<file path="config.mk">
export PLATFORM = sky130hd
export DESIGN_NAME = aclp_ctrl
export DESIGN_NICKNAME = d
export VERILOG_FILES = /design/src/aclp_pkg.sv /design/src/aclp_ctrl.sv /design/src/aclp_clkdiv.sv
export SDC_FILE = /design/constraint.sdc
export NUM_CORES = 1
export LEC_CHECK = 0
export BUFFER_PORTS_ARGS = -buffer_cell sky130_fd_sc_hd__buf_4
export CORE_ASPECT_RATIO = 0.75
export CORE_MARGIN = 1
export CORE_UTILIZATION = 38
export CTS_CLUSTER_DIAMETER = 150
export DETAILED_ROUTE_END_ITERATION = 8
export HOLD_SLACK_MARGIN = 0.05
export SLEW_MARGIN = 20
export SYNTH_ARGS = -nofsm -noshare
export SYNTH_HDL_FRONTEND = slang
export SYNTH_HIERARCHICAL = 1
export SYNTH_SLANG_ARGS = --single-unit
</file>
<file path="constraint.sdc">
create_clock -name clk_i -period 6.8 [get_ports clk_i]
set_input_delay 1.36 -clock clk_i [delete_from_list [all_inputs] [get_ports clk_i]]
set_output_delay 1.36 -clock clk_i [all_outputs]
set_load 0.02 [all_outputs]
</file>
<file path="src/aclp_pkg.sv">
// aclp_pkg.sv: constants and types shared by the converter control
package aclp_pkg;
   // register byte addresses, one aligned word each
   localparam logic [7:0] ADR_SC1 = 8'h00;
   localparam logic [7:0] ADR_SC2 = 8'h04;
   localparam logic [7:0] ADR_CFG = 8'h08;
   localparam logic [7:0] ADR_RH  = 8'h0C;
   localparam logic [7:0] ADR_RL  = 8'h10;
   localparam logic [7:0] ADR_CVH = 8'h14;
   localparam logic [7:0] ADR_CVL = 8'h18;
   localparam logic [7:0] ADR_PC1 = 8'h1C;
   localparam logic [7:0] ADR_PC2 = 8'h20;

   // reset values
   localparam logic [7:0] SC1_RST = 8'h1F;
   localparam logic [7:0] REG_RST = 8'h00;

   // field encodings
   localparam logic [4:0] CH_OFF    = 5'h1F;
   localparam logic [1:0] MODE_10   = 2'h2;
   localparam logic [1:0] CLK_BUS   = 2'h0;
   localparam logic [1:0] CLK_HALF  = 2'h1;
   localparam logic [1:0] CLK_ALT   = 2'h2;
   localparam logic [1:0] CLK_ASYNC = 2'h3;

   // conversion clock counts per phase
   localparam logic [5:0] SMP_SHORT = 6'h04;
   localparam logic [5:0] SMP_LONG  = 6'h18;
   localparam logic [5:0] APX_10    = 6'h13;
   localparam logic [5:0] APX_8     = 6'h10;

   // internal asynchronous conversion clock period
   localparam int CLK_PERIOD_NS   = 100;
   localparam int ASYNC_PERIOD_NS = 500;
   localparam int ASYNC_DIV_CYC   =
      (ASYNC_PERIOD_NS + CLK_PERIOD_NS - 1) / CLK_PERIOD_NS;
   localparam logic [2:0] ASYNC_LAST = 3'(ASYNC_DIV_CYC - 1);

   // register layouts
   typedef struct packed {
      logic       lp;
      logic [1:0] div;
      logic       lsmp;
      logic [1:0] mode;
      logic [1:0] clk_sel;
   } aclp_cfg_t;

   typedef struct packed {
      logic       conversion_complete_flag;
      logic       ien;
      logic       cont;
      logic [4:0] ch;
   } aclp_sc1_t;

   typedef struct packed {
      logic       act;
      logic       trg;
      logic       compare_function_enable;
      logic       compare_greater_select;
      logic [3:0] rsv;
   } aclp_sc2_t;

   typedef enum logic [3:0] {
      ST_IDLE   = 4'b0001,
      ST_SAMPLE = 4'b0010,
      ST_APPROX = 4'b0100,
      ST_DONE   = 4'b1000
   } aclp_state_t;
endpackage : aclp_pkg

</file>
<file path="src/aclp_ctrl.sv">
// aclp_ctrl.sv: converter control with compare, low-power modes and bus slave
//
// The Wishbone register port and the placing of the registers are this design's own decisions.
`timescale 1ns/1ps

module aclp_ctrl import aclp_pkg::*; (
   // clock and reset
   input  wire logic        clk_i,
   input  wire logic        rst_b_i,
   // wishbone slave
   input  wire logic        wb_cyc_i,
   input  wire logic        wb_stb_i,
   input  wire logic        wb_we_i,
   input  wire logic [7:0]  wb_adr_i,
   input  wire logic [3:0]  wb_sel_i,
   input  wire logic [31:0] wb_dat_i,
   output logic             wb_ack_o,
   output logic [31:0]      wb_dat_o,
   // system side
   input  wire logic        hardware_trigger_input_i,
   input  wire logic        alternate_clock_tick_i,
   input  wire logic        stop_mode_i,
   output logic             irq_o,
   output logic [15:0]      pin_analog_o,
   // analog front end
   input  wire logic [9:0]  conv_code_i,
   output logic             conv_sample_o,
   output logic [4:0]       conv_channel_o
);
   // address match, shared by write strobes and read mux
   function automatic logic hit(input logic [7:0] a, input logic [7:0] r);
      return a == r;
   endfunction : hit

   aclp_cfg_t   cfg_q;
   aclp_sc1_t   sc1_q;
   aclp_sc1_t   sc1_d;
   aclp_sc1_t   new_sc1;
   aclp_sc2_t   sc2_q;
   aclp_state_t st_q;
   aclp_state_t st_d;
   logic [5:0]  cnt_q;
   logic [5:0]  cnt_d;
   logic [7:0]  cvh_q;
   logic [7:0]  cvl_q;
   logic [7:0]  pc1_q;
   logic [7:0]  pc2_q;
   logic [9:0]  result_q;
   logic [9:0]  code_q;
   logic        blk_q;
   logic        ack_q;
   logic [31:0] dat_q;
   logic        irq_q;
   logic        smp_q;
   logic [4:0]  chan_q;
   logic        trg_s1_q;
   logic        trg_s2_q;
   logic        trg_s3_q;
   logic        trg_lvl_q;

   logic        acc;
   logic        wr;
   logic        rd;
   logic        wr_sc1;
   logic        wr_sc2;
   logic        wr_cfg;
   logic        wr_cvh;
   logic        wr_cvl;
   logic        wr_pc1;
   logic        wr_pc2;
   logic        rd_rh;
   logic        rd_rl;
   logic        mode10;
   logic        stop_abort;
   logic        mode_chg;
   logic        sw_start;
   logic        trg_rise;
   logic        hw_start;
   logic        tick;
   logic        busy;
   logic        done;
   logic [9:0]  cv_full;
   logic [10:0] cv_neg;
   logic [10:0] diff;
   logic        less;
   logic        cond;
   logic        blocked;
   logic        xfer_ok;
   logic        again;
   logic        set_conversion_complete_flag;
   logic        clr_conversion_complete_flag;
   logic [5:0]  smp_len;
   logic [5:0]  apx_len;
   logic [7:0]  rd_byte;

   // bus strobes act at the edge where the master sees ack
   assign acc    = wb_cyc_i && wb_stb_i && ack_q;
   assign wr     = acc && wb_we_i && wb_sel_i[0];
   assign rd     = acc && !wb_we_i;
   assign wr_sc1 = wr && hit(wb_adr_i, ADR_SC1);
   assign wr_sc2 = wr && hit(wb_adr_i, ADR_SC2);
   assign wr_cfg = wr && hit(wb_adr_i, ADR_CFG);
   assign wr_cvh = wr && hit(wb_adr_i, ADR_CVH);
   assign wr_cvl = wr && hit(wb_adr_i, ADR_CVL);
   assign wr_pc1 = wr && hit(wb_adr_i, ADR_PC1);
   assign wr_pc2 = wr && hit(wb_adr_i, ADR_PC2);
   assign rd_rh  = rd && hit(wb_adr_i, ADR_RH);
   assign rd_rl  = rd && hit(wb_adr_i, ADR_RL);

   // mode and control decode
   assign new_sc1    = aclp_sc1_t'(wb_dat_i[7:0]);
   assign mode10     = cfg_q.mode == MODE_10;
   assign busy       = st_q != ST_IDLE;
   assign done       = st_q == ST_DONE;
   // async clock keeps running in stop; any other source is lost there
   assign stop_abort = stop_mode_i && (cfg_q.clk_sel != CLK_ASYNC);
   assign mode_chg   = wr_sc2 || wr_cfg || wr_cvh || wr_cvl;
   assign sw_start   = wr_sc1 && (new_sc1.ch != CH_OFF) && !sc2_q.trg;
   // wait mode gates nothing, so triggers and continuous runs go on
   assign hw_start   = sc2_q.trg && trg_rise && !busy
                       && (sc1_q.ch != CH_OFF);
   assign smp_len    = cfg_q.lsmp ? SMP_LONG : SMP_SHORT;
   assign apx_len    = mode10 ? APX_10 : APX_8;

   // trigger pin: three flops, level changes once stages two and three agree
   assign trg_rise = (trg_s2_q == trg_s3_q) && trg_s3_q && !trg_lvl_q;

   always_ff @(posedge clk_i or negedge rst_b_i) begin
      if (!rst_b_i) begin
         trg_s1_q  <= 1'b0;
         trg_s2_q  <= 1'b0;
         trg_s3_q  <= 1'b0;
         trg_lvl_q <= 1'b0;
      end else begin
         trg_s1_q  <= hardware_trigger_input_i;
         trg_s2_q  <= trg_s1_q;
         trg_s3_q  <= trg_s2_q;
         trg_lvl_q <= (trg_s2_q == trg_s3_q) ? trg_s3_q : trg_lvl_q;
      end
   end

   // conversion clock enable
   aclp_clkdiv u_clkdiv (
      .clk_i      (clk_i),
      .rst_b_i    (rst_b_i),
      .clk_sel_i  (cfg_q.clk_sel),
      .div_sel_i  (cfg_q.div),
      .alt_tick_i (alternate_clock_tick_i),
      .run_i      (st_q == ST_SAMPLE || st_q == ST_APPROX),
      .tick_o     (tick)
   );

   // compare arithmetic; eight-bit mode uses the low compare byte only
   assign cv_full = mode10 ? {cvh_q[1:0], cvl_q} : {2'h0, cvl_q};
   assign cv_neg  = 11'(~{1'b0, cv_full} + 11'h001);
   assign diff    = 11'({1'b0, code_q} + cv_neg);
   assign less    = diff[10];
   assign cond    = sc2_q.compare_greater_select ? !less : less;
   // blocking only exists in ten-bit mode
   assign blocked = blk_q && mode10;
   assign xfer_ok = !blocked && (!sc2_q.compare_function_enable || cond);
   // a blocked result retries, except a failed single compare
   assign again   = blocked ? !(sc2_q.compare_function_enable && !cond && !sc1_q.cont)
                            : sc1_q.cont;
   assign set_conversion_complete_flag = done && xfer_ok && !stop_abort;
   assign clr_conversion_complete_flag = wr_sc1 || rd_rl;

   // sequencer: a running conversion is left alone by wait mode
   always_comb begin
      st_d  = st_q;
      cnt_d = cnt_q;
      case (st_q)
         ST_IDLE: begin
            if (hw_start) begin
               st_d  = ST_SAMPLE;
               cnt_d = smp_len;
            end
         end
         ST_SAMPLE: begin
            if (tick) begin
               st_d  = (cnt_q == 6'h01) ? ST_APPROX : ST_SAMPLE;
               cnt_d = (cnt_q == 6'h01) ? apx_len : 6'(cnt_q - 6'h01);
            end
         end
         ST_APPROX: begin
            if (tick) begin
               st_d  = (cnt_q == 6'h01) ? ST_DONE : ST_APPROX;
               cnt_d = 6'(cnt_q - 6'h01);
            end
         end
         ST_DONE: begin
            st_d  = again ? ST_SAMPLE : ST_IDLE;
            cnt_d = smp_len;
         end
         default: st_d = ST_IDLE;
      endcase
      if (sw_start) begin
         st_d  = ST_SAMPLE;
         cnt_d = smp_len;
      end else if (mode_chg || wr_sc1) begin
         st_d = ST_IDLE;
      end
      if (stop_abort) begin
         st_d = ST_IDLE;
      end
   end

   always_ff @(posedge clk_i or negedge rst_b_i) begin
      if (!rst_b_i) begin
         st_q  <= ST_IDLE;
         cnt_q <= 6'h00;
      end else begin
         st_q  <= st_d;
         cnt_q <= cnt_d;
      end
   end

   // code taken from the front end as approximation ends
   always_ff @(posedge clk_i or negedge rst_b_i) begin
      if (!rst_b_i) begin
         code_q <= 10'h000;
      end else if (st_q == ST_APPROX && st_d == ST_DONE) begin
         code_q <= mode10 ? conv_code_i : {2'h0, conv_code_i[9:2]};
      end
   end

   // result transfer; stop never touches it, but a register write abort in the done cycle still transfers
   always_ff @(posedge clk_i or negedge rst_b_i) begin
      if (!rst_b_i) begin
         result_q <= 10'h000;
      end else if (set_conversion_complete_flag) begin
         result_q <= sc2_q.compare_function_enable ? diff[9:0] : code_q;
      end
   end

   // first control; completion flag set wins over any clear
   always_comb begin
      sc1_d = sc1_q;
      if (wr_sc1) begin
         sc1_d = new_sc1;
      end
      if (clr_conversion_complete_flag) begin
         sc1_d.conversion_complete_flag = 1'b0;
      end
      if (set_conversion_complete_flag) begin
         sc1_d.conversion_complete_flag = 1'b1;
      end
   end

   // control registers
   always_ff @(posedge clk_i or negedge rst_b_i) begin
      if (!rst_b_i) begin
         sc1_q <= aclp_sc1_t'(SC1_RST);
         sc2_q <= aclp_sc2_t'(REG_RST);
         cfg_q <= aclp_cfg_t'(REG_RST);
         cvh_q <= REG_RST;
         cvl_q <= REG_RST;
         pc1_q <= REG_RST;
         pc2_q <= REG_RST;
      end else begin
         sc1_q <= sc1_d;
         if (wr_sc2) begin
            sc2_q <= {1'b0, wb_dat_i[6:4], 4'h0};
         end
         if (wr_cfg) begin
            cfg_q <= aclp_cfg_t'(wb_dat_i[7:0]);
         end
         if (wr_cvh) begin
            cvh_q <= wb_dat_i[7:0];
         end
         if (wr_cvl) begin
            cvl_q <= wb_dat_i[7:0];
         end
         if (wr_pc1) begin
            pc1_q <= wb_dat_i[7:0];
         end
         if (wr_pc2) begin
            pc2_q <= wb_dat_i[7:0];
         end
      end
   end

   // read blocking: high byte read opens, low byte read closes
   always_ff @(posedge clk_i or negedge rst_b_i) begin
      if (!rst_b_i) begin
         blk_q <= 1'b0;
      end else if (rd_rh && mode10) begin
         blk_q <= 1'b1;
      end else if (rd_rl) begin
         blk_q <= 1'b0;
      end
   end

   // read mux; unmapped addresses read zero
   assign rd_byte =
      hit(wb_adr_i, ADR_SC1) ? sc1_q :
      hit(wb_adr_i, ADR_SC2) ? {busy, sc2_q.trg, sc2_q.compare_function_enable, sc2_q.compare_greater_select, 4'h0} :
      hit(wb_adr_i, ADR_CFG) ? cfg_q :
      hit(wb_adr_i, ADR_RH)  ? {6'h00, result_q[9:8]} :
      hit(wb_adr_i, ADR_RL)  ? result_q[7:0] :
      hit(wb_adr_i, ADR_CVH) ? cvh_q :
      hit(wb_adr_i, ADR_CVL) ? cvl_q :
      hit(wb_adr_i, ADR_PC1) ? pc1_q :
      hit(wb_adr_i, ADR_PC2) ? pc2_q : 8'h00;

   // one wait state; ack drops the cycle after it was given
   always_ff @(posedge clk_i or negedge rst_b_i) begin
      if (!rst_b_i) begin
         ack_q <= 1'b0;
         dat_q <= 32'h0000_0000;
      end else begin
         ack_q <= wb_cyc_i && wb_stb_i && !ack_q;
         if (wb_cyc_i && wb_stb_i && !ack_q) begin
            dat_q <= {24'h00_0000, rd_byte};
         end
      end
   end

   // outputs, each from a flop; irq lags the flag by one cycle
   always_ff @(posedge clk_i or negedge rst_b_i) begin
      if (!rst_b_i) begin
         irq_q  <= 1'b0;
         smp_q  <= 1'b0;
         chan_q <= CH_OFF;
      end else begin
         irq_q  <= sc1_q.conversion_complete_flag && sc1_q.ien;
         smp_q  <= st_d == ST_SAMPLE;
         chan_q <= sc1_d.ch;
      end
   end

   assign wb_ack_o       = ack_q;
   assign wb_dat_o       = dat_q;
   assign irq_o          = irq_q;
   assign conv_sample_o  = smp_q;
   assign conv_channel_o = chan_q;
   assign pin_analog_o   = {pc2_q, pc1_q};
endmodule : aclp_ctrl

</file>
<file path="src/aclp_clkdiv.sv">
// aclp_clkdiv.sv: conversion clock enable from source select and divider
`timescale 1ns/1ps
module aclp_clkdiv import aclp_pkg::*; (
   // clock and reset
   input  wire logic       clk_i,
   input  wire logic       rst_b_i,
   // selection
   input  wire logic [1:0] clk_sel_i,
   input  wire logic [1:0] div_sel_i,
   input  wire logic       alt_tick_i,
   input  wire logic       run_i,
   // conversion clock enable
   output logic            tick_o
);
   logic       half_q;
   logic [2:0] acnt_q;
   logic [2:0] dcnt_q;
   logic       async_tick;
   logic       base_tick;
   logic [2:0] div_mask;

   // async generator only runs while converting, like a gated oscillator
   assign async_tick = run_i && (acnt_q == ASYNC_LAST);
   // all four sources stay usable in wait mode
   assign base_tick = (clk_sel_i == CLK_BUS)  ? 1'b1 :
                      (clk_sel_i == CLK_HALF) ? half_q :
                      (clk_sel_i == CLK_ALT)  ? alt_tick_i : async_tick;
   // divide by 1, 2, 4 or 8
   assign div_mask = 3'((4'h1 << div_sel_i) - 4'h1);
   assign tick_o   = run_i && base_tick && ((dcnt_q & div_mask) == div_mask);

   // counters restart with each conversion so phases start aligned
   always_ff @(posedge clk_i or negedge rst_b_i) begin
      if (!rst_b_i) begin
         half_q <= 1'b0;
         acnt_q <= 3'h0;
         dcnt_q <= 3'h0;
      end else begin
         half_q <= !half_q;
         acnt_q <= (!run_i || async_tick) ? 3'h0 : 3'(acnt_q + 3'h1);
         dcnt_q <= !run_i ? 3'h0 : (base_tick ? 3'(dcnt_q + 3'h1) : dcnt_q);
      end
   end
endmodule : aclp_clkdiv

</file>
==> flow_metrics.py <==
metrics = {
    "min_path": {
        "hold_depth": 0,
        "min_from": "trg_s1_q",
        "hold_class": "flip-flop to flip-flop",
        "min_to": "trg_s2_q",
    },
    "cells_and_area": {
        "drive_gt1_frac": 0.213,
        "synthToLayoutAreaGrowth_pct": 13.7,
        "n_antenna_cell": 0,
        "stdcell_count": 859,
        "nFillCells": 1449,
        "fin_area_sq_um": 6950,
        "layout.nets": 728,
    },
    "place": {
        "dpl.hpwl_um": 11700,
        "dpl_cell_area_sq_um": 6640,
        "placedCellCount": 843,
        "io_buffers": 66,
        "place_congestion": 0.885,
    },
    "setup_path": {
        "end_kind": "flip-flop",
        "critPathKind": "flip-flop to flip-flop",
        "reg2regPathDepth": 9,
        "arrival_ns": 3.93,
        "crit_slowest_cell": "nor4b_2",
        "worstPathRequired_ns": 7.07,
        "cp_max_fo": 13,
        "crit_path_start_kind": "flip-flop",
        "critPathMaxStageDelay_ns": 0.68,
        "critical-path-top-delay-family": "simple AND/OR/NAND/NOR gates",
        "r2r_end": "cnt_q[5]",
        "crit_buf_inv": 0,
        "r2r_start": "st_q[3]",
        "crit_chain": "nor4b_2 -> or2_2 -> and3_4 -> a32oi_4 -> a211oi_1 -> o21ai_0 -> o2bb2ai_1 -> or4_1 -> a21oi_1",
        "r2r_setup_slack_ns": 3.14,
    },
    "power_and_ir_drop": {
        "p_int_mw": 0.948,
        "p_total_mw": 1.27,
        "p_sw_frac": 0.253,
        "p_comb_frac": 0.076,
        "switching_power_mw": 0.322,
        "p_seq_frac": 0.495,
        "cellLeakagePower_nw": 3.24,
        "ir_drop_v": 0.000112,
        "power.density_nw_per_um2": 183,
        "clkPwrFrac": 0.429,
    },
    "floorplan": {
        "die_area_sq_um": 16600,
        "core-area_sq_um": 15500,
        "io_pins": 118,
        "std_cell_rows": 39,
        "start_util": 0.395,
        "die_w_um": 148,
        "dieHeight_um": 112,
    },
    "global_routing": {
        "gr-total-overflow": 0,
        "grt_pass1_vias": 4851,
        "grt_pass1_wl_um": 26100,
        "antenna_found_initial": 0,
        "grt_usage": 0.204,
        "grt_max_degree": 73,
    },
    "synthesis": {
        "syn_area_sq_um": 6110,
        "yosys_warnings": 6,
        "syn_inst": 600,
        "synth_edf_count": 0,
        "ys_seq_area_frac": 0.427,
        "avgSynthCellArea_sq_um": 10.2,
        "ys_types": 71,
        "synthArstFlopShare": 1.00,
        "ys_seq_elements": 104,
        "ys.flop_type": "dfrtp_1",
    },
    "routing": {
        "firstDrtPassIters": 6,
        "routed_wl_um": 16100,
        "wl_per_cell_um": 18.7,
        "via_per_inst": 5.52,
        "drtIter0Drc": 365,
        "drt_drc_violations_left": 0,
        "final_antenna_net_count": 0,
        "via_count": 4738,
    },
    "status": {
        "status": "completed",
    },
    "sta": {
        "slew_headroom": 0.304,
        "max_slew.worst_pin.slew_ns": 1.03,
        "timing.final.crit_share": 0.538,
        "fin_setup_tns_ns": 0,
        "period_minus_slack_ns": 3.66,
        "grt_setup_unrepaired": "false",
        "hold_viol_final": 0,
        "finClkSkew_ns": 0.0157,
        "maxSlewViolCount": 0,
        "finalSetupViolCount": 0,
        "fmax_mhz": 273,
    },
    "cts": {
        "cts_root_buf": "clkbuf_16",
        "cts_tree": "built",
        "hold_buffers": 0,
        "cts_made_buffers": 9,
        "insertion_delay_ns": 0.36,
        "clockBufferDepth": 2,
        "clkSinkCount": 104,
        "cts_max_level": 3,
        "clkSlewWorstSetupHoldPaths_ns": 0.08,
        "cts_resized": 0,
        "cts_setup_buffers": 0,
    },
    "run": {
        "drv_cap": 0,
    },
}
[worst reg2reg max path: stages (launching register included)]
cell	delay, ns
dfrtp_1	0.44
nor4b_2	0.68
or2_2	0.37
and3_4	0.25
a32oi_4	0.13
a211oi_1	0.40
o21ai_0	0.17
o2bb2ai_1	0.38
or4_1	0.61
a21oi_1	0.16
[power by group through the flow]
stage	Sequential, mW	Clock (mW)	Combinational, mW
floorplan	0.644	0	0.0532
global placement	0.641	0	0.0952
detailed placement	0.641	0	0.0971
CTS	0.629	0.551	0.0973
global route	0.630	0.578	0.106
finish	0.629	0.544	0.0962
[synthesized netlist by cell type (16+ instances only)]
master,instances,area (sq um)
dfrtp_1,98,2450
nand2_1,54,203
mux2_2,34,383
mux2_1,32,360
a21oi_1,30,150
buf_4,30,225
nor2_1,30,113
o21ai_0,29,145
mux2i_1,23,230
inv_1,22,82.6
ha_1,16,200
[per-layer routing]
layer  vias to the layer above  global-route usage  share of wire
li1                       2215                   -              -
met1                      2343               0.300           0.49
met2                       164               0.305           0.44
met3                        16              0.0430          0.060
met4                         0              0.0426         0.0085
met5                         -                   0              0
[placed cells by master (no fill, tap or decap), types with 4 or more instances in the layout]
cell type / synthesis / layout
dfrtp_1: 98 / 98
buf_4: 30 / 69
nand2_1: 54 / 54
mux2_2: 34 / 34
mux2_1: 32 / 32
nor2_1: 30 / 30
a21oi_1: 30 / 30
o21ai_0: 29 / 29
conb_1: 1 / 24
mux2i_1: 23 / 23
inv_1: 22 / 22
ha_1: 16 / 16
nor2b_1: 14 / 14
nor3_1: 11 / 11
nand3_1: 10 / 10
a22oi_1: 10 / 10
and3_1: 9 / 9
xnor2_1: 9 / 9
nand2b_1: 9 / 9
clkbuf_16: 0 / 9
a31oi_1: 8 / 8
a221oi_1: 6 / 6
o21ai_1: 6 / 6
dfstp_2: 6 / 6
nand4_1: 5 / 5
o211ai_1: 5 / 5
o21a_1: 5 / 5
or3_1: 4 / 4
and2_1: 4 / 4
[per-stage QoR]
step | hold WS (ns) | setup WS, ns | util
after global routing | 0.366 | 2.86 | 0.449
final | 0.351 | 3.14 | 0.449
after CTS | 0.354 | 3.16 | 0.449
after detailed placement | 0.339 | 2.83 | 0.430
after global placement | 0.332 | 2.88 | 0.430
after floorplan | 0.331 | 3.59 | -
[worst max-delay path by stage]
stage | start | to | slack (ns) | cells past startpoint
6_report | st_q[3] | cnt_q[5] | 3.14 | 9
2_1_floorplan | wb_adr_i[1] | conv_sample_o | 3.59 | 8
3_5_place_dp | wb_adr_i[1] | conv_sample_o | 2.83 | 7
5_1_grt | st_q[3] | code_q[7] | 2.86 | 9
3_3_place_gp | wb_adr_i[1] | conv_sample_o | 2.88 | 7
4_1_cts | st_q[3] | code_q[3] | 3.16 | 8
[logic make-up after synthesis]
| family | count (synthesis) | share of synthesized area |
|---|---|---|
| muxes | 89 | 0.159 |
| adders and majority gates | 17 | 0.0360 |
| and+or+nand+nor | 173 | 0.155 |
| buffers and inverters | 78 | 0.0684 |
| other | 1 | 0.000614 |
| xor gates and xnor gates | 11 | 0.0158 |
| AOI/OAI and AO/OA | 127 | 0.138 |
| DFF | 104 | 0.427 |
[flip-flops by register name (all words and copies together) (netlist names), 3 cells and up]
signal	cells
code_q	10
result_q	10
cfg_q	8
cvh_q	8
cvl_q	8
pc1_q	8
pc2_q	8
wb_dat_o	8
cnt_q	6
conv_channel_o	5
st_q	4
sc1_q	3
sc2_q	3
u_clkdiv/acnt_q	3
u_clkdiv/dcnt_q	3
[area by class of cell]
| type | instances | area, sq um | area share |
|---|---|---|---|
| Tap cell | 205 | 256 | 0.0369 |
| Clock buffer | 10 | 229 | 0.0329 |
| Multi-Input combinational cell | 441 | 3170 | 0.456 |
| Timing Repair Buffer | 69 | 518 | 0.0745 |
| Inverter | 24 | 90.1 | 0.0130 |
| Clock inverter | 6 | 76.3 | 0.0110 |
| Sequential cell | 104 | 2610 | 0.376 |
Power figures use the tool's default switching activity.
